### src/verilog/sgpr_defs.svh
/*
  Constants of the serial gigabit port PCS status and advertisement register bank.
  Assumes it is included once per compile unit by its bare name.
*/
// Summary of operation
// - Completed bit 5 sets once acknowledge codewords were exchanged; zero before.
// - While completed, partner ability (1000BASE-X) or SGMII results are flagged valid.
// - Status bit 4 latches high on partner receive-link-down until read.
// - Remote-fault indication is driven only in 1000BASE-X mode.
// - Status bit 2 shows receive link up regardless of auto-negotiation.
// - A link drop latches bit 2 low until status read, then it follows.
// - Advertisement fields form the transmitted codeword in 1000BASE-X mode.
// - Auto-negotiation control changes apply only when advertisement is written; the mode select bit takes effect at once on its own control word write.
// - Advertisement bit 15, next page, always reads zero.
// - Writable remote-fault field at bits 13:12, reset 00b.
// - Writable pause field at bits 8:7, reset 00b.
// - Writable half-duplex bit 6, reset 0.
// - Writable full-duplex bit 5, reset 1.
`ifndef SGPR_DEFS_SVH
`define SGPR_DEFS_SVH

// ------------------------------------------------------------------
// Register indexes (byte address is four times the index)
// ------------------------------------------------------------------
`define SGPR_IDX_W 22
`define SGPR_IDX_STATUS 22'h1F0001
`define SGPR_IDX_ID_HIGH 22'h1F0002
`define SGPR_IDX_ID_LOW 22'h1F0003
`define SGPR_IDX_ADVERT 22'h1F0004
`define SGPR_IDX_IRQ_STATUS 22'h1F0010
`define SGPR_IDX_IRQ_MASK 22'h1F0011
`define SGPR_IDX_AN_CONFIG 22'h1F0012

// ------------------------------------------------------------------
// Field layouts and reset values
// ------------------------------------------------------------------
`define SGPR_STATUS_FIXED 16'h0189
`define SGPR_STATUS_FMASK 16'hFFCB
`define SGPR_ST_DONE_BIT 5
`define SGPR_ST_RFAULT_BIT 4
`define SGPR_ST_LINK_BIT 2
`define SGPR_ADV_RESET 16'h0020
`define SGPR_ADV_WMASK 16'h31E0
`define SGPR_CFG_STAGE_W 8
`define SGPR_CFG_MODE_BIT 8
`define SGPR_IRQ_W 3
`define SGPR_IRQ_DONE 0
`define SGPR_IRQ_RFAULT 1
`define SGPR_IRQ_DROP 2
`define SGPR_MIN_ADDR_W 24

`endif

### src/verilog/sgpr_pkg.sv
/*
  Types of the serial gigabit port PCS register bank.
  Assumes sgpr_defs.svh is compiled alongside.
*/
`include "sgpr_defs.svh"
package sgpr_pkg;

  typedef struct packed {
    logic an_complete;
    logic rx_link_up;
    logic lp_rx_link_down;
  } sgpr_an_in_t;

  typedef struct packed {
    logic link_ll;
    logic rfault;
    logic an_done;
    logic rx_up_d;
    logic snap_ll;
    logic snap_rf;
    logic [15:0] adv_word;
    logic adv_load;
    logic [`SGPR_CFG_STAGE_W-1:0] cfg_stage;
    logic [`SGPR_CFG_STAGE_W-1:0] cfg_active;
    logic serdes;
    logic lp_valid;
    logic sg_valid;
    logic [`SGPR_IRQ_W-1:0] irq_st;
    logic [`SGPR_IRQ_W-1:0] irq_mask;
    logic irq;
    logic [15:0] prdata;
    logic pready;
    logic pslverr;
  } sgpr_state_t;

endpackage : sgpr_pkg

### src/verilog/sgpr_regs.sv
/*
  Status, identifier and advertisement registers of the serial gigabit port PCS,
  reached over APB with no wait state.
  The status word reports completion, partner receive-link-down and the latched
  receive link.
  The advertisement word is the codeword handed to the engine.
  Three extra words hold sticky event flags, their mask and the staged engine
  control together with the mode select.
  Every read is answered from a flip-flop in the cycle after setup, so the
  access phase always lasts exactly one cycle.
  Unmapped or unaligned words answer with pslverr, read as zero and drop writes.
  Assumes the auto-negotiation engine runs on pclk and drives sgpr_an_in_t there,
  so its inputs need no synchroniser.
  Assumes an APB master that keeps psel, paddr, pwrite and pwdata stable from
  setup to completion.
  Read side effects act on the completion edge, not on the setup edge.
  Assumes software writes the advertisement word after changing the staged
  control, since only that write applies it.
*/
// Chosen here: the APB register port.
`timescale 1ns/1ps
`include "sgpr_defs.svh"
module sgpr_regs #(
  parameter int PADDR_W = 24,
  parameter logic [15:0] ID_HIGH = 16'h1234, // Arbitrary value.
  parameter logic [15:0] ID_LOW = 16'h5678 // Arbitrary value.
) (
  input wire logic pclk, // APB clock, 10 MHz
  input wire logic presetn, // Asynchronous reset, active low
  input wire logic psel, // APB select
  input wire logic penable, // APB access phase
  input wire logic pwrite, // APB direction
  input wire logic [PADDR_W-1:0] paddr, // APB byte address
  input wire logic [31:0] pwdata, // APB write data
  output logic [31:0] prdata, // APB read data
  output logic pready, // APB ready
  output logic pslverr, // APB error on unmapped access
  input wire sgpr_pkg::sgpr_an_in_t an_in, // Engine status
  output logic [15:0] adv_codeword, // Codeword to transmit
  output logic adv_load, // Pulse: new codeword and control
  output logic [`SGPR_CFG_STAGE_W-1:0] an_ctrl, // Applied engine control
  output logic serdes_mode, // 1000BASE-X mode when high
  output logic lp_ability_valid, // Partner ability valid
  output logic sgmii_result_valid, // SGMII results valid
  output logic irq // Interrupt, active high level
);
  import sgpr_pkg::*;

  generate
    if (PADDR_W < `SGPR_MIN_ADDR_W) begin : g_bad_addr
      $error("PADDR_W too narrow for the register map");
    end
  endgenerate

  sgpr_state_t st_ff;
  sgpr_state_t nxt_st;
  logic setup;
  logic done;
  logic wr;
  logic rd;
  logic [`SGPR_IDX_W-1:0] idx;
  logic aligned;
  logic hit;
  logic [15:0] rmux;
  logic [15:0] stat_word;
  logic [`SGPR_IRQ_W-1:0] ev;

  // ------------------------------------------------------------------
  // Address decode and read mux
  // ------------------------------------------------------------------
  // Reads are sampled in the setup cycle and answered one cycle later so
  // that prdata is a flip-flop. The latched bits remember what was shown
  // so that an event landing in the wait cycle is not cleared unseen.
  assign idx = paddr[`SGPR_IDX_W+1:2];
  assign aligned = (paddr[1:0] == 2'h0);

  always_comb begin
    stat_word = `SGPR_STATUS_FIXED;
    stat_word[`SGPR_ST_DONE_BIT] = st_ff.an_done;
    stat_word[`SGPR_ST_RFAULT_BIT] = st_ff.rfault;
    stat_word[`SGPR_ST_LINK_BIT] = st_ff.link_ll;
    hit = aligned;
    rmux = 16'h0000;
    case (idx)
      `SGPR_IDX_STATUS: rmux = stat_word;
      `SGPR_IDX_ID_HIGH: rmux = ID_HIGH;
      `SGPR_IDX_ID_LOW: rmux = ID_LOW;
      `SGPR_IDX_ADVERT: rmux = st_ff.adv_word;
      `SGPR_IDX_IRQ_STATUS: rmux = {13'h0000, st_ff.irq_st};
      `SGPR_IDX_IRQ_MASK: rmux = {13'h0000, st_ff.irq_mask};
      `SGPR_IDX_AN_CONFIG: rmux = {7'h00, st_ff.serdes, st_ff.cfg_stage};
      default: hit = 1'b0;
    endcase
  end

  // ------------------------------------------------------------------
  // Next state
  // ------------------------------------------------------------------
  always_comb begin
    nxt_st = st_ff;
    setup = psel & ~penable;
    done = psel & penable & st_ff.pready;
    wr = done & pwrite & hit;
    rd = done & ~pwrite & hit & (idx == `SGPR_IDX_STATUS);
    nxt_st.pready = setup;
    nxt_st.adv_load = 1'b0;
    if (setup) begin
      // Refused words read as zero so that stale data never leaks out.
      nxt_st.prdata = (pwrite | ~hit) ? 16'h0000 : rmux;
      nxt_st.pslverr = ~hit;
      nxt_st.snap_ll = st_ff.link_ll;
      nxt_st.snap_rf = st_ff.rfault;
    end else if (done) begin
      nxt_st.pslverr = 1'b0;
    end
    nxt_st.an_done = an_in.an_complete;
    nxt_st.rx_up_d = an_in.rx_link_up;
    // A drop seen after the shown value survives the clearing read.
    if (rd) begin
      nxt_st.link_ll = an_in.rx_link_up & (st_ff.link_ll | ~st_ff.snap_ll);
    end else begin
      nxt_st.link_ll = st_ff.link_ll & an_in.rx_link_up;
    end
    // Only a fault that was read is cleared; a new one sets it again.
    nxt_st.rfault = (st_ff.rfault & ~(rd & st_ff.snap_rf))
                    | (st_ff.serdes & an_in.lp_rx_link_down);
    // Both valid flags use the same mode sample, so exactly one of them rises
    // with completion and a mode change cannot show both at once.
    nxt_st.lp_valid = an_in.an_complete & st_ff.serdes;
    nxt_st.sg_valid = an_in.an_complete & ~st_ff.serdes;
    // Events are single-cycle strobes; the partner fault counts every cycle
    // it is signalled in 1000BASE-X mode, and a drop is the falling edge of the live link.
    ev = '0;
    ev[`SGPR_IRQ_DONE] = an_in.an_complete & ~st_ff.an_done;
    ev[`SGPR_IRQ_RFAULT] = st_ff.serdes & an_in.lp_rx_link_down;
    ev[`SGPR_IRQ_DROP] = st_ff.rx_up_d & ~an_in.rx_link_up;
    nxt_st.irq_st = st_ff.irq_st | ev;
    // Writes land on the completion edge only; status and identifier words
    // have no branch here, so writes to them are ignored without an error.
    if (wr) begin
      case (idx)
        `SGPR_IDX_ADVERT: begin
          // Bit 15 and reserved bits are outside the mask and stay fixed.
          nxt_st.adv_word = (pwdata[15:0] & `SGPR_ADV_WMASK)
                            | (st_ff.adv_word & ~`SGPR_ADV_WMASK);
          nxt_st.cfg_active = st_ff.cfg_stage;
          nxt_st.adv_load = 1'b1;
        end
        `SGPR_IDX_IRQ_STATUS: begin
          // Set wins: an event in the clearing cycle stays pending.
          nxt_st.irq_st = (st_ff.irq_st & ~pwdata[`SGPR_IRQ_W-1:0]) | ev;
        end
        `SGPR_IDX_IRQ_MASK: nxt_st.irq_mask = pwdata[`SGPR_IRQ_W-1:0];
        `SGPR_IDX_AN_CONFIG: begin
          nxt_st.cfg_stage = pwdata[`SGPR_CFG_STAGE_W-1:0];
          nxt_st.serdes = pwdata[`SGPR_CFG_MODE_BIT];
        end
        default: nxt_st.irq_mask = st_ff.irq_mask;
      endcase
    end
    nxt_st.irq = |(nxt_st.irq_st & nxt_st.irq_mask);
  end

  always_ff @(posedge pclk or negedge presetn) begin
    if (!presetn) begin
      st_ff <= '0;
      st_ff.adv_word <= `SGPR_ADV_RESET;
    end else begin
      st_ff <= nxt_st;
    end
  end

  // ------------------------------------------------------------------
  // Outputs
  // ------------------------------------------------------------------
  assign prdata = {16'h0000, st_ff.prdata};
  assign pready = st_ff.pready;
  assign pslverr = st_ff.pslverr;
  assign adv_codeword = st_ff.adv_word;
  assign adv_load = st_ff.adv_load;
  assign an_ctrl = st_ff.cfg_active;
  assign serdes_mode = st_ff.serdes;
  assign lp_ability_valid = st_ff.lp_valid;
  assign sgmii_result_valid = st_ff.sg_valid;
  assign irq = st_ff.irq;
endmodule : sgpr_regs

### config.mk
export PLATFORM = sky130hd
export DESIGN_NAME = sgpr_regs
export DESIGN_NICKNAME = d
export VERILOG_FILES = /design/src/verilog/sgpr_pkg.sv /design/src/verilog/sgpr_regs.sv
export VERILOG_INCLUDE_DIRS = /design/src /design/src/verilog
export SDC_FILE = /design/constraint.sdc
export NUM_CORES = 1
export LEC_CHECK = 0
export BUFFER_PORTS_ARGS = -buffer_cell sky130_fd_sc_hd__buf_2
export CORE_ASPECT_RATIO = 1.75
export CORE_MARGIN = 2
export CORE_UTILIZATION = 52
export DETAILED_ROUTE_END_ITERATION = 6
export PLACE_DENSITY = 0.86
export SLEW_MARGIN = 20
export SYNTH_ARGS = -nofsm -noshare
export SYNTH_HDL_FRONTEND = slang
export SYNTH_SLANG_ARGS = --single-unit
### constraint.sdc
create_clock -name pclk -period 4.56 [get_ports pclk]
set_input_delay 0.456 -clock pclk [delete_from_list [all_inputs] [get_ports pclk]]
set_output_delay 0.456 -clock pclk [all_outputs]
set_load 0.01 [all_outputs]
# ---- Word level (Yosys, flattened, before mapping)
# Index checks and enable logic that the tools add are counted.
dict set report totals {
  ff_bits 67
  input_bits 64
  word_cells 80
}
dict set report op_classes {
  n_eq_ne 7
  n_mux 14
  bitwise_logic 34
  reduce_logical 6
}
# operator n
set ops {}
lappend ops {{22-bit by 21-bit == test with 1-bit output (second input constant)} 7}
lappend ops {{16-bit one-hot mux with 7 select lines} 1}
lappend ops {{18-bit two-way mux} 1}
lappend ops {{1-bit AND} 17}
lappend ops {{16-bit two-way mux} 1}
lappend ops {{8-bit two-way mux} 2}
lappend ops {{14-bit by 16-bit OR with 16-bit output} 1}
lappend ops {{1-bit inverter} 8}
lappend ops {{7-bit OR reduction} 1}
lappend ops {{3-bit AND} 2}
lappend ops {{1-bit two-way mux} 6}
lappend ops {{3-bit two-way mux} 2}
lappend ops {{6-bit two-way mux} 1}
lappend ops {{3-bit OR} 2}
lappend ops {{2-bit AND reduction} 2}
lappend ops {{3-bit inverter} 1}
lappend ops {{1-bit OR} 3}
lappend ops {{3-bit OR reduction} 1}
lappend ops {{2-bit zero test} 1}
lappend ops {{2-bit nonzero test} 1}

# ---- Depth between registers and ports, before layout
# Gate-level depths: netlist (run 1).
dict set report logic_depth {
  depth_word 9
  mapped_depth 7
  depth_no_buf 5
}

# ---- Worst setup path before layout (run 1)
# Ideal clock, no wire load.
dict set report synth_timing {
  path_kind {input to register}
  startpoint {input port paddr[15]}
  endpoint {register st_ff (netlist bit adv_codeword[6])}
  setup_ns 0.125
  t_arrival_ns 2.614
  required_ns 4.435
  slack_ns 1.821
  path_stages 6
  path_cell_list {or4_4 -> nor4_1 -> nand2_1 -> nor4_1 -> buf_2 -> mux2_2}
}
dict set report synth_via {
  elab_chain_cells 5
}
# item line_no
set synth_rtl {}
lappend synth_rtl {{from (decl)} sgpr_regs.sv:33} ;# input wire logic [PADDR_W-1:0] paddr,
lappend synth_rtl {{22-bit by 21-bit == test with 1-bit output (on tied branches)} {sgpr_regs.sv:84, sgpr_regs.sv:141}}
lappend synth_rtl {{7-bit OR reduction (no source line)} -}
lappend synth_rtl {{1-bit two-way mux} sgpr_regs.sv:84} ;# case (idx)
lappend synth_rtl {{1-bit AND} sgpr_regs.sv:103} ;# wr = done & pwrite & hit;
lappend synth_rtl {{2-bit AND reduction (no source line) (*)} -}
lappend synth_rtl {{to (signal assigned)} sgpr_regs.sv:169} ;# st_ff <= nxt_st;
lappend synth_rtl {{to (decl)} sgpr_regs.sv:55} ;# sgpr_state_t st_ff;
# Every way passes the cells marked *; elsewhere a longest branch is shown, timed or not.
# A chain may end at the register's enable or synchronous reset.

==> summary.txt, run 1 <==
Finish
  • Antenna Cells: 0
  • Fillcell total: between 500 and 600
  • Layout cell share with drive strength beyond 1: 0.399
  • Final Instance Area: 0.00323 mm2
  • Final nets: 391
  • Layout Area Growth over Synthesis: 8.54%

Routing
  • First drt pass iteration count: 4
  • Met1 wire length: between 2 and 2.5 mm
  • DR vias: 2135
  • Final Routed Wirelength: 6.11 mm
  • Routed len/inst: 15.1 um
  • WL met2: 3.30 mm
  • Initial DRC count: 78
  • Drt drc: 0
  • Highest routed layer: met4
  • Post-DRT Antenna Nets: 0
  • DR WL met3: 339 um
  • DR vias/cell: 5.28

GRT
  • Global-route wire length before repair: ~10 mm
  • GRT overflow: 0
  • Initial antenna violation count: 0
  • Vias in the first global route: 2031
  • Largest net degree at the start of global routing: 57
  • Overall Global Routing Usage: 0.207

Logic synthesis
  • Synth top cells by count: buf_4, dfrtp_1, nand2_1
  • Synth async-reset ratio: 1.00
  • Yosys reg bits: 56
  • Post-Synthesis Cells: 280
  • Most frequent cell after synthesis: buf_4
  • Syn Area/Cell: 10.6 um2
  • Ys flop type: dfrtp_1
  • Yosys top cell by area: dfrtp_1
  • Post-synth top area share: 0.463
  • Synth area leaders: dfrtp_1, buf_4, mux2_2, nand2_1, o21ai_0
  • Cell Area, Synth: 0.00298 mm2
  • Yosys cell types: 51
  • Sequential fraction of the synthesis area: 0.471
  • Post-synth EDFFs: 0
  • Yosys warns: 0

STA
  • Setup tns final: 0 ns
  • Clock Skews: approximately 0.008 ns
  • Final slew viol count: 0
  • Slew HR: 0.183
  • Period minus WS final: 2.90 ns
  • Final Hold Fails: 0
  • Hold slack: 0.242 ns
  • RSZ-0062 raised after global routing: false
  • Tcrit/Tclk final: 0.636
  • Worst setup margin: 1.66 ns
  • Final setup viols: 0
  • Fmax: 0.345 GHz
  • Slew @ Worst Pin: 1.21 ns

Clock tree
  • CTS Buf Count: 5
  • Clock root buffer: clkbuf_8
  • Hold Buf Count CTS: 0
  • TritonCTS clock tree: built
  • CTS max path bufs: 2
  • Worst skew pair latency: roughly 0.32 ns
  • Setup bufs post-CTS: 0
  • Sink Count: 56
  • Post_cts resized: 0
  • Clk slew on worst S/H paths: approximately 0.10 ns
  • CTS H-tree lvls: 2

Placement
  • Routability cong.: 0.874
  • Port buffer count: 79
  • Placed cell areas: 0.00311 mm2
  • Setup slack at placement: 1.41 ns
  • Hpwl dp: 4.74 mm

Setup path
  • Worst Path Max Fanout: 9
  • WP buf/inv: 1
  • Required @ worst endpoint: 4.77 ns
  • Slowest-stage cell, CP: nor4_1
  • Top delay family on crit path: simple AND/OR/NAND/NOR gates
  • Nature of the critical path startpoint: input pin
  • Crit-path max cell delay: between 1 and 1.5 ns
  • CP dominant cell by count: or4_4
  • CP cell instances: buf_2 > or4_4 > or4_4 > nor4_1 > nand4_1 > a22o_1
  • Worst setup EP type: register
  • Crit path kind: in2reg
  • WP data arrival: 3.11 ns
  • R2R Setup Slk: 2.41 ns

Die
  • Die W: 61.2 um
  • DIE AREA: 0.00637 mm2
  • Core box area: 0.00554 mm2
  • Row cnt: 36
  • Ports: approximately 130
  • Initial core utilization: 0.537
  • Die Ht: 104 um

Outcome
  • Outcome: finished, final reports clean

Power
  • Power Total: 0.000902 W
  • PwrDens: 279 mW/mm2
  • Max VDD drop: roughly 0.21 mV
  • Leak Pwr: 1.66 nW

Flow run
  • Total of max-cap violations: 0

Min path
  • HP Class: in2async
[area by class of cell]
class | count | area (um2) | share of cell area
clock buffers | 5 | 68.8 | 0.0213
clock inverters | 3 | 46.3 | 0.0143
inverters | 7 | 26.3 | 0.00814
multi-input cells | 176 | 1180 | 0.365
flip-flops and latches | 56 | 1400 | 0.434
well taps | 76 | 95.1 | 0.0294
repair buffers | 81 | 410 | 0.127
[logic make-up after synthesis]
group	count (synthesis)	synth area share
other	1	0.00126
AOI/OAI and AO/OA	41	0.0967
buffers and inverters	73	0.166
xor gates and xnor gates	1	0.00294
DFF	56	0.471
and+or+nand+nor	79	0.153
muxes	29	0.109
[placed cells by master, fill, tap and decap left out, drive strengths merged, types with 2 or more instances in the layout]
master | Yosys | routed
clkbuf | 8 | 5
a221o | 3 | 3
nor2 | 6 | 6
a22o | 2 | 2
o21ai | 18 | 18
a211oi | 2 | 2
nor2b | 4 | 4
conb | 1 | 26
nand3 | 3 | 3
dfrtp | 55 | 55
a221oi | 5 | 5
mux2 | 27 | 27
or3 | 3 | 3
or4 | 5 | 5
a22oi | 2 | 2
nand2 | 29 | 29
and2 | 2 | 2
buf | 58 | 81
nor3 | 8 | 8
and3 | 2 | 2
nand4 | 4 | 4
nand2b | 2 | 2
nor4 | 5 | 5
mux2i | 2 | 2
inv | 7 | 8
[registers in the layout, summed over array words and instances (netlist names)]
name / flops
adv_codeword: 6
sgmii_result_valid: 1
an_ctrl: 8
prdata: 15
irq: 1
st_ff: 20
pslverr: 1
lp_ability_valid: 1
adv_load: 1
pready: 1
serdes_mode: 1
[power by group]
part | switching (W) | internal [W] | total [W]
logic | 0.0000458 | 0.0000217 | 0.0000675
clock network | 0.000168 | 0.000167 | 0.000335
registers | 0.00000110 | 0.000499 | 0.000500
[routing by layer]
metal | vias to the layer above | track usage
li1 | 996 | -
met2 | 97 | 0.348
met5 | - | 0
met3 | 14 | 0.0224
met1 | 1028 | 0.251
met4 | 0 | 0.0978
[final timing paths]
path	from	endpoint	cells after the start
worst max-delay path	paddr[15]	st_ff[65]	6
worst min-delay path	presetn	prdata[15]	2
worst max register to register	pready	irq	5
worst min register to register	prdata[14]	prdata[14]	2
max in group asynchronous	presetn	st_ff[36]	2
min in group pclk	an_in[1]	st_ff[63]	1
[metrics by stage]
step | std cells | util
floorplan | 305 | -
global placement | 396 | 0.562
detailed placement | 396 | 0.562
CTS | 404 | 0.583
global route | 404 | 0.583
finish | 404 | 0.583
No activity file was read; power rests on OpenSTA's default activity.
==> run 2: changes to the inputs <==
--- a/config.mk
+++ b/config.mk
@@ -6,12 +6,13 @@
 export SDC_FILE = /design/constraint.sdc
 export NUM_CORES = 1
 export LEC_CHECK = 0
+export ABC_AREA = 1
 export BUFFER_PORTS_ARGS = -buffer_cell sky130_fd_sc_hd__buf_2
 export CORE_ASPECT_RATIO = 1.75
 export CORE_MARGIN = 2
-export CORE_UTILIZATION = 52
+export CORE_UTILIZATION = 45
 export DETAILED_ROUTE_END_ITERATION = 6
-export PLACE_DENSITY = 0.86
+export PLACE_DENSITY = 0.77
 export SLEW_MARGIN = 20
 export SYNTH_ARGS = -nofsm -noshare
 export SYNTH_HDL_FRONTEND = slang
==> constraint.sdc (replaced) <==
create_clock -name pclk -period 2.6 [get_ports pclk]
set_input_delay 0.26 -clock pclk [delete_from_list [all_inputs] [get_ports pclk]]
set_output_delay 0.26 -clock pclk [all_outputs]
set_load 0.01 [all_outputs]
==> run 2 against run 1 <==
Against the previous run: setup slack got worse by 1.1 ns; sequential power is 76% higher; critical path depth increased by 6; worst hold slack got worse by 0.15 ns; clock power grew 120%; final area rose by 13%; core utilization is 7.5 points lower; non-clock buffer count is 6 higher; flip-flop and latch count unchanged; combinational power up 90%; final cell count grew 36%; largest cell class unchanged; largest power group unchanged; highest routed layer unchanged.
==> summary.txt, run 2 <==
Logic synthesis
  • Synth top cells by count: nand2_1, buf_4, dfrtp_1
  • Yosys reg bits: 56
  • Cell Area, Synth: approximately 0.0033 mm2
  • Yosys top cell by area: dfrtp_1
  • Post-Synthesis Cells: 407
  • Synth area leaders: dfrtp_1, buf_4, nand2_1, o21ai_2, inv_1
  • Yosys cell types: 34
  • Ys flop type: dfrtp_1
  • Yosys warns: 0
  • Syn Area/Cell: 8.14 um2
  • Post-synth EDFFs: 0
  • Synth async-reset ratio: 1.00
  • Sequential fraction of the synthesis area: 0.423
  • Most frequent cell after synthesis: nand2_1
  • Post-synth top area share: 0.415

Power
  • PwrDens: around 480 mW/mm2
  • Max VDD drop: around 0.37 mV
  • Leak Pwr: 2.01 nW

GRT
  • GRT met1 Usage: 0.214
  • M3 GR Usage: 0.0249
  • Initial antenna violation count: 0
  • Overall Global Routing Usage: 0.193
  • Vias in the first global route: 2530
  • GRT overflow: 0
  • Global route hottest layer: met2
  • GRT met2 Usage: 0.339
  • Global-route wire length before repair: 11.8 mm
  • Largest net degree at the start of global routing: 47

Clock tree
  • CTS H-tree lvls: 2
  • Sink Count: 56
  • Clock root buffer: clkbuf_16
  • Clk slew on worst S/H paths: 0.07 ns
  • CTS max path bufs: 2
  • CTS Buf Count: 5
  • Worst skew pair latency: 0.30 ns
  • Setup bufs post-CTS: 0
  • TritonCTS clock tree: built

Placement
  • Port buffer count: 79
  • Routability cong.: between 0.9 and 1
  • Placed cell areas: 0.00348 mm2
  • Setup slack at placement: 0.259 ns
  • Hpwl dp: 5.68 mm

Setup path
  • Crit-path max cell delay: 0.49 ns
  • Worst Path Max Fanout: 18
  • Nature of the critical path startpoint: input pin
  • CP Depth: 12
  • CP dominant cell by count: nor2_1
  • Crit path kind: in2reg
  • CP cell instances: buf_2 > nor2_1 > nand2_2 > nor2_8 > nand3_2 > inv_2 > nor2_1 > nand2_4 > nand3_4 > or2_1 > nand2_1 > o21ai_2
  • Required @ worst endpoint: roughly 2.8 ns
  • Worst setup EP type: register
  • WP data arrival: 2.18 ns
  • WP buf/inv: 2
  • Slowest-stage cell, CP: or2_1
  • Top delay family on crit path: simple AND/OR/NAND/NOR gates
  • Worst-case reg-to-reg path depth: 9

STA
  • RSZ-0062 raised after global routing: false
  • Slew @ Worst Pin: 0.752 ns
  • Worst setup margin: ~0.57 ns
  • Slew HR: 0.499
  • Final slew viol count: 0
  • Final Hold Fails: 0
  • Fmax: 0.493 GHz
  • Final setup viols: 0
  • Clock Skews: slightly below 0.008 ns
  • Period minus WS final: 2.03 ns
  • Setup tns final: 0 ns
  • Tcrit/Tclk final: 0.779

Routing
  • Drt drc: 0
  • Final Routed Wirelength: 7.26 mm
  • Initial DRC count: about 160
  • DR vias/cell: 4.85
  • Routed len/inst: approximately 13 um
  • First drt pass iteration count: 4
  • Post-DRT Antenna Nets: 0
  • DR vias: approximately 2700

Die
  • Row cnt: 41
  • Die Ht: around 120 um
  • Initial core utilization: 0.461
  • Core box area: 0.00718 mm2
  • DIE AREA: 0.00809 mm2
  • Die W: 68.9 um
  • Ports: 127

Finish
  • Antenna Cells: 0
  • Final Instance Area: between 0.003 and 0.004 mm2
  • Leading cell type in the layout, fill and taps excluded: nand2_1
  • Max FFs per register: 20
  • Commonest cells after routing, fill and taps aside: nand2_1, buf_2, dfrtp_1
  • Layout Area Growth over Synthesis: 10.1%
  • Final nets: 526
  • Layout cell share with drive strength beyond 1: 0.311
  • Top reg by flops: st_ff

Min path
  • HP Class: in2reg
  • Hold depth: 1

Flow run
  • Total of max-cap violations: 0

Outcome
  • Outcome: finished, final reports clean
==> run 2: final timing paths <==
path                            startpoint    endpoint  slack [ns]
min in group asynchronous          presetn  an_ctrl[3]        0.36
worst max-delay path             paddr[11]   st_ff[36]        0.57
worst min-delay path              an_in[1]   st_ff[63]        0.09
worst max register to register      pready   st_ff[36]        0.80
worst min register to register  prdata[14]  prdata[14]        0.48
max in group asynchronous          presetn      pready        1.40
==> run 2: cell type report <==
cell class | instances | area (um2)
clock buffer | 6 | 129
clock inverter | 2 | 35.0
fill | 709 | 3530
inverter | 45 | 169
multi-input combinational | 267 | 1350
sequential | 56 | 1400
tap | 86 | 108
timing repair buffer | 87 | 458
==> run 2: cell families after synthesis <==
logic type      Yosys count  synth area share
simple gates            183             0.260
buf+inv                 109             0.198
compound gates           58             0.118
flops                    56             0.423
other cells               1           0.00113
==> run 2: layer usage <==
layer / vias up / wire length, um
li1: 1318 / -
met1: 1232 / 2780
met2: 97 / 3850
met3: 18 / 318
met4: 0 / 317
met5: - / 0
==> run 2: through the flow <==
stage               power, W  instances  utilization  hold WS (ns)
floorplan           0.000983        432            -       -0.0356
global placement     0.00102        540        0.484         0.132
detailed placement   0.00102        540        0.484         0.137
CTS                  0.00178        549        0.508        0.0872
global route         0.00182        549        0.508        0.0860
finish               0.00175        549        0.508        0.0918
==> run 2: where the power goes <==
group | leakage, nW | internal (W) | total, W | switching, W
logic | 1.17 | 0.0000403 | 0.000128 | 0.0000878
registers | 0.758 | 0.000876 | 0.000879 | 0.00000281
clock network | 0.0808 | 0.000453 | 0.000748 | 0.000294
==> run 2: what timing repair did <==
| item | CTS | global route |
|---|---|---|
| endpoints found under the hold margin | 9 | 0 |
| hold buffers | 1 | 0 |
| gates resized for setup | 0 | 0 |
==> run 2: worst reg2reg max path: stages, from the launching register on <==
cell	delay, ns
dfrtp_1	0.37
nand2_1	0.07
nor2_1	0.04
inv_1	0.11
nor2_2	0.04
buf_4	0.17
nand3_4	0.09
or2_1	0.59
nand2_1	0.16
o21ai_2	0.10
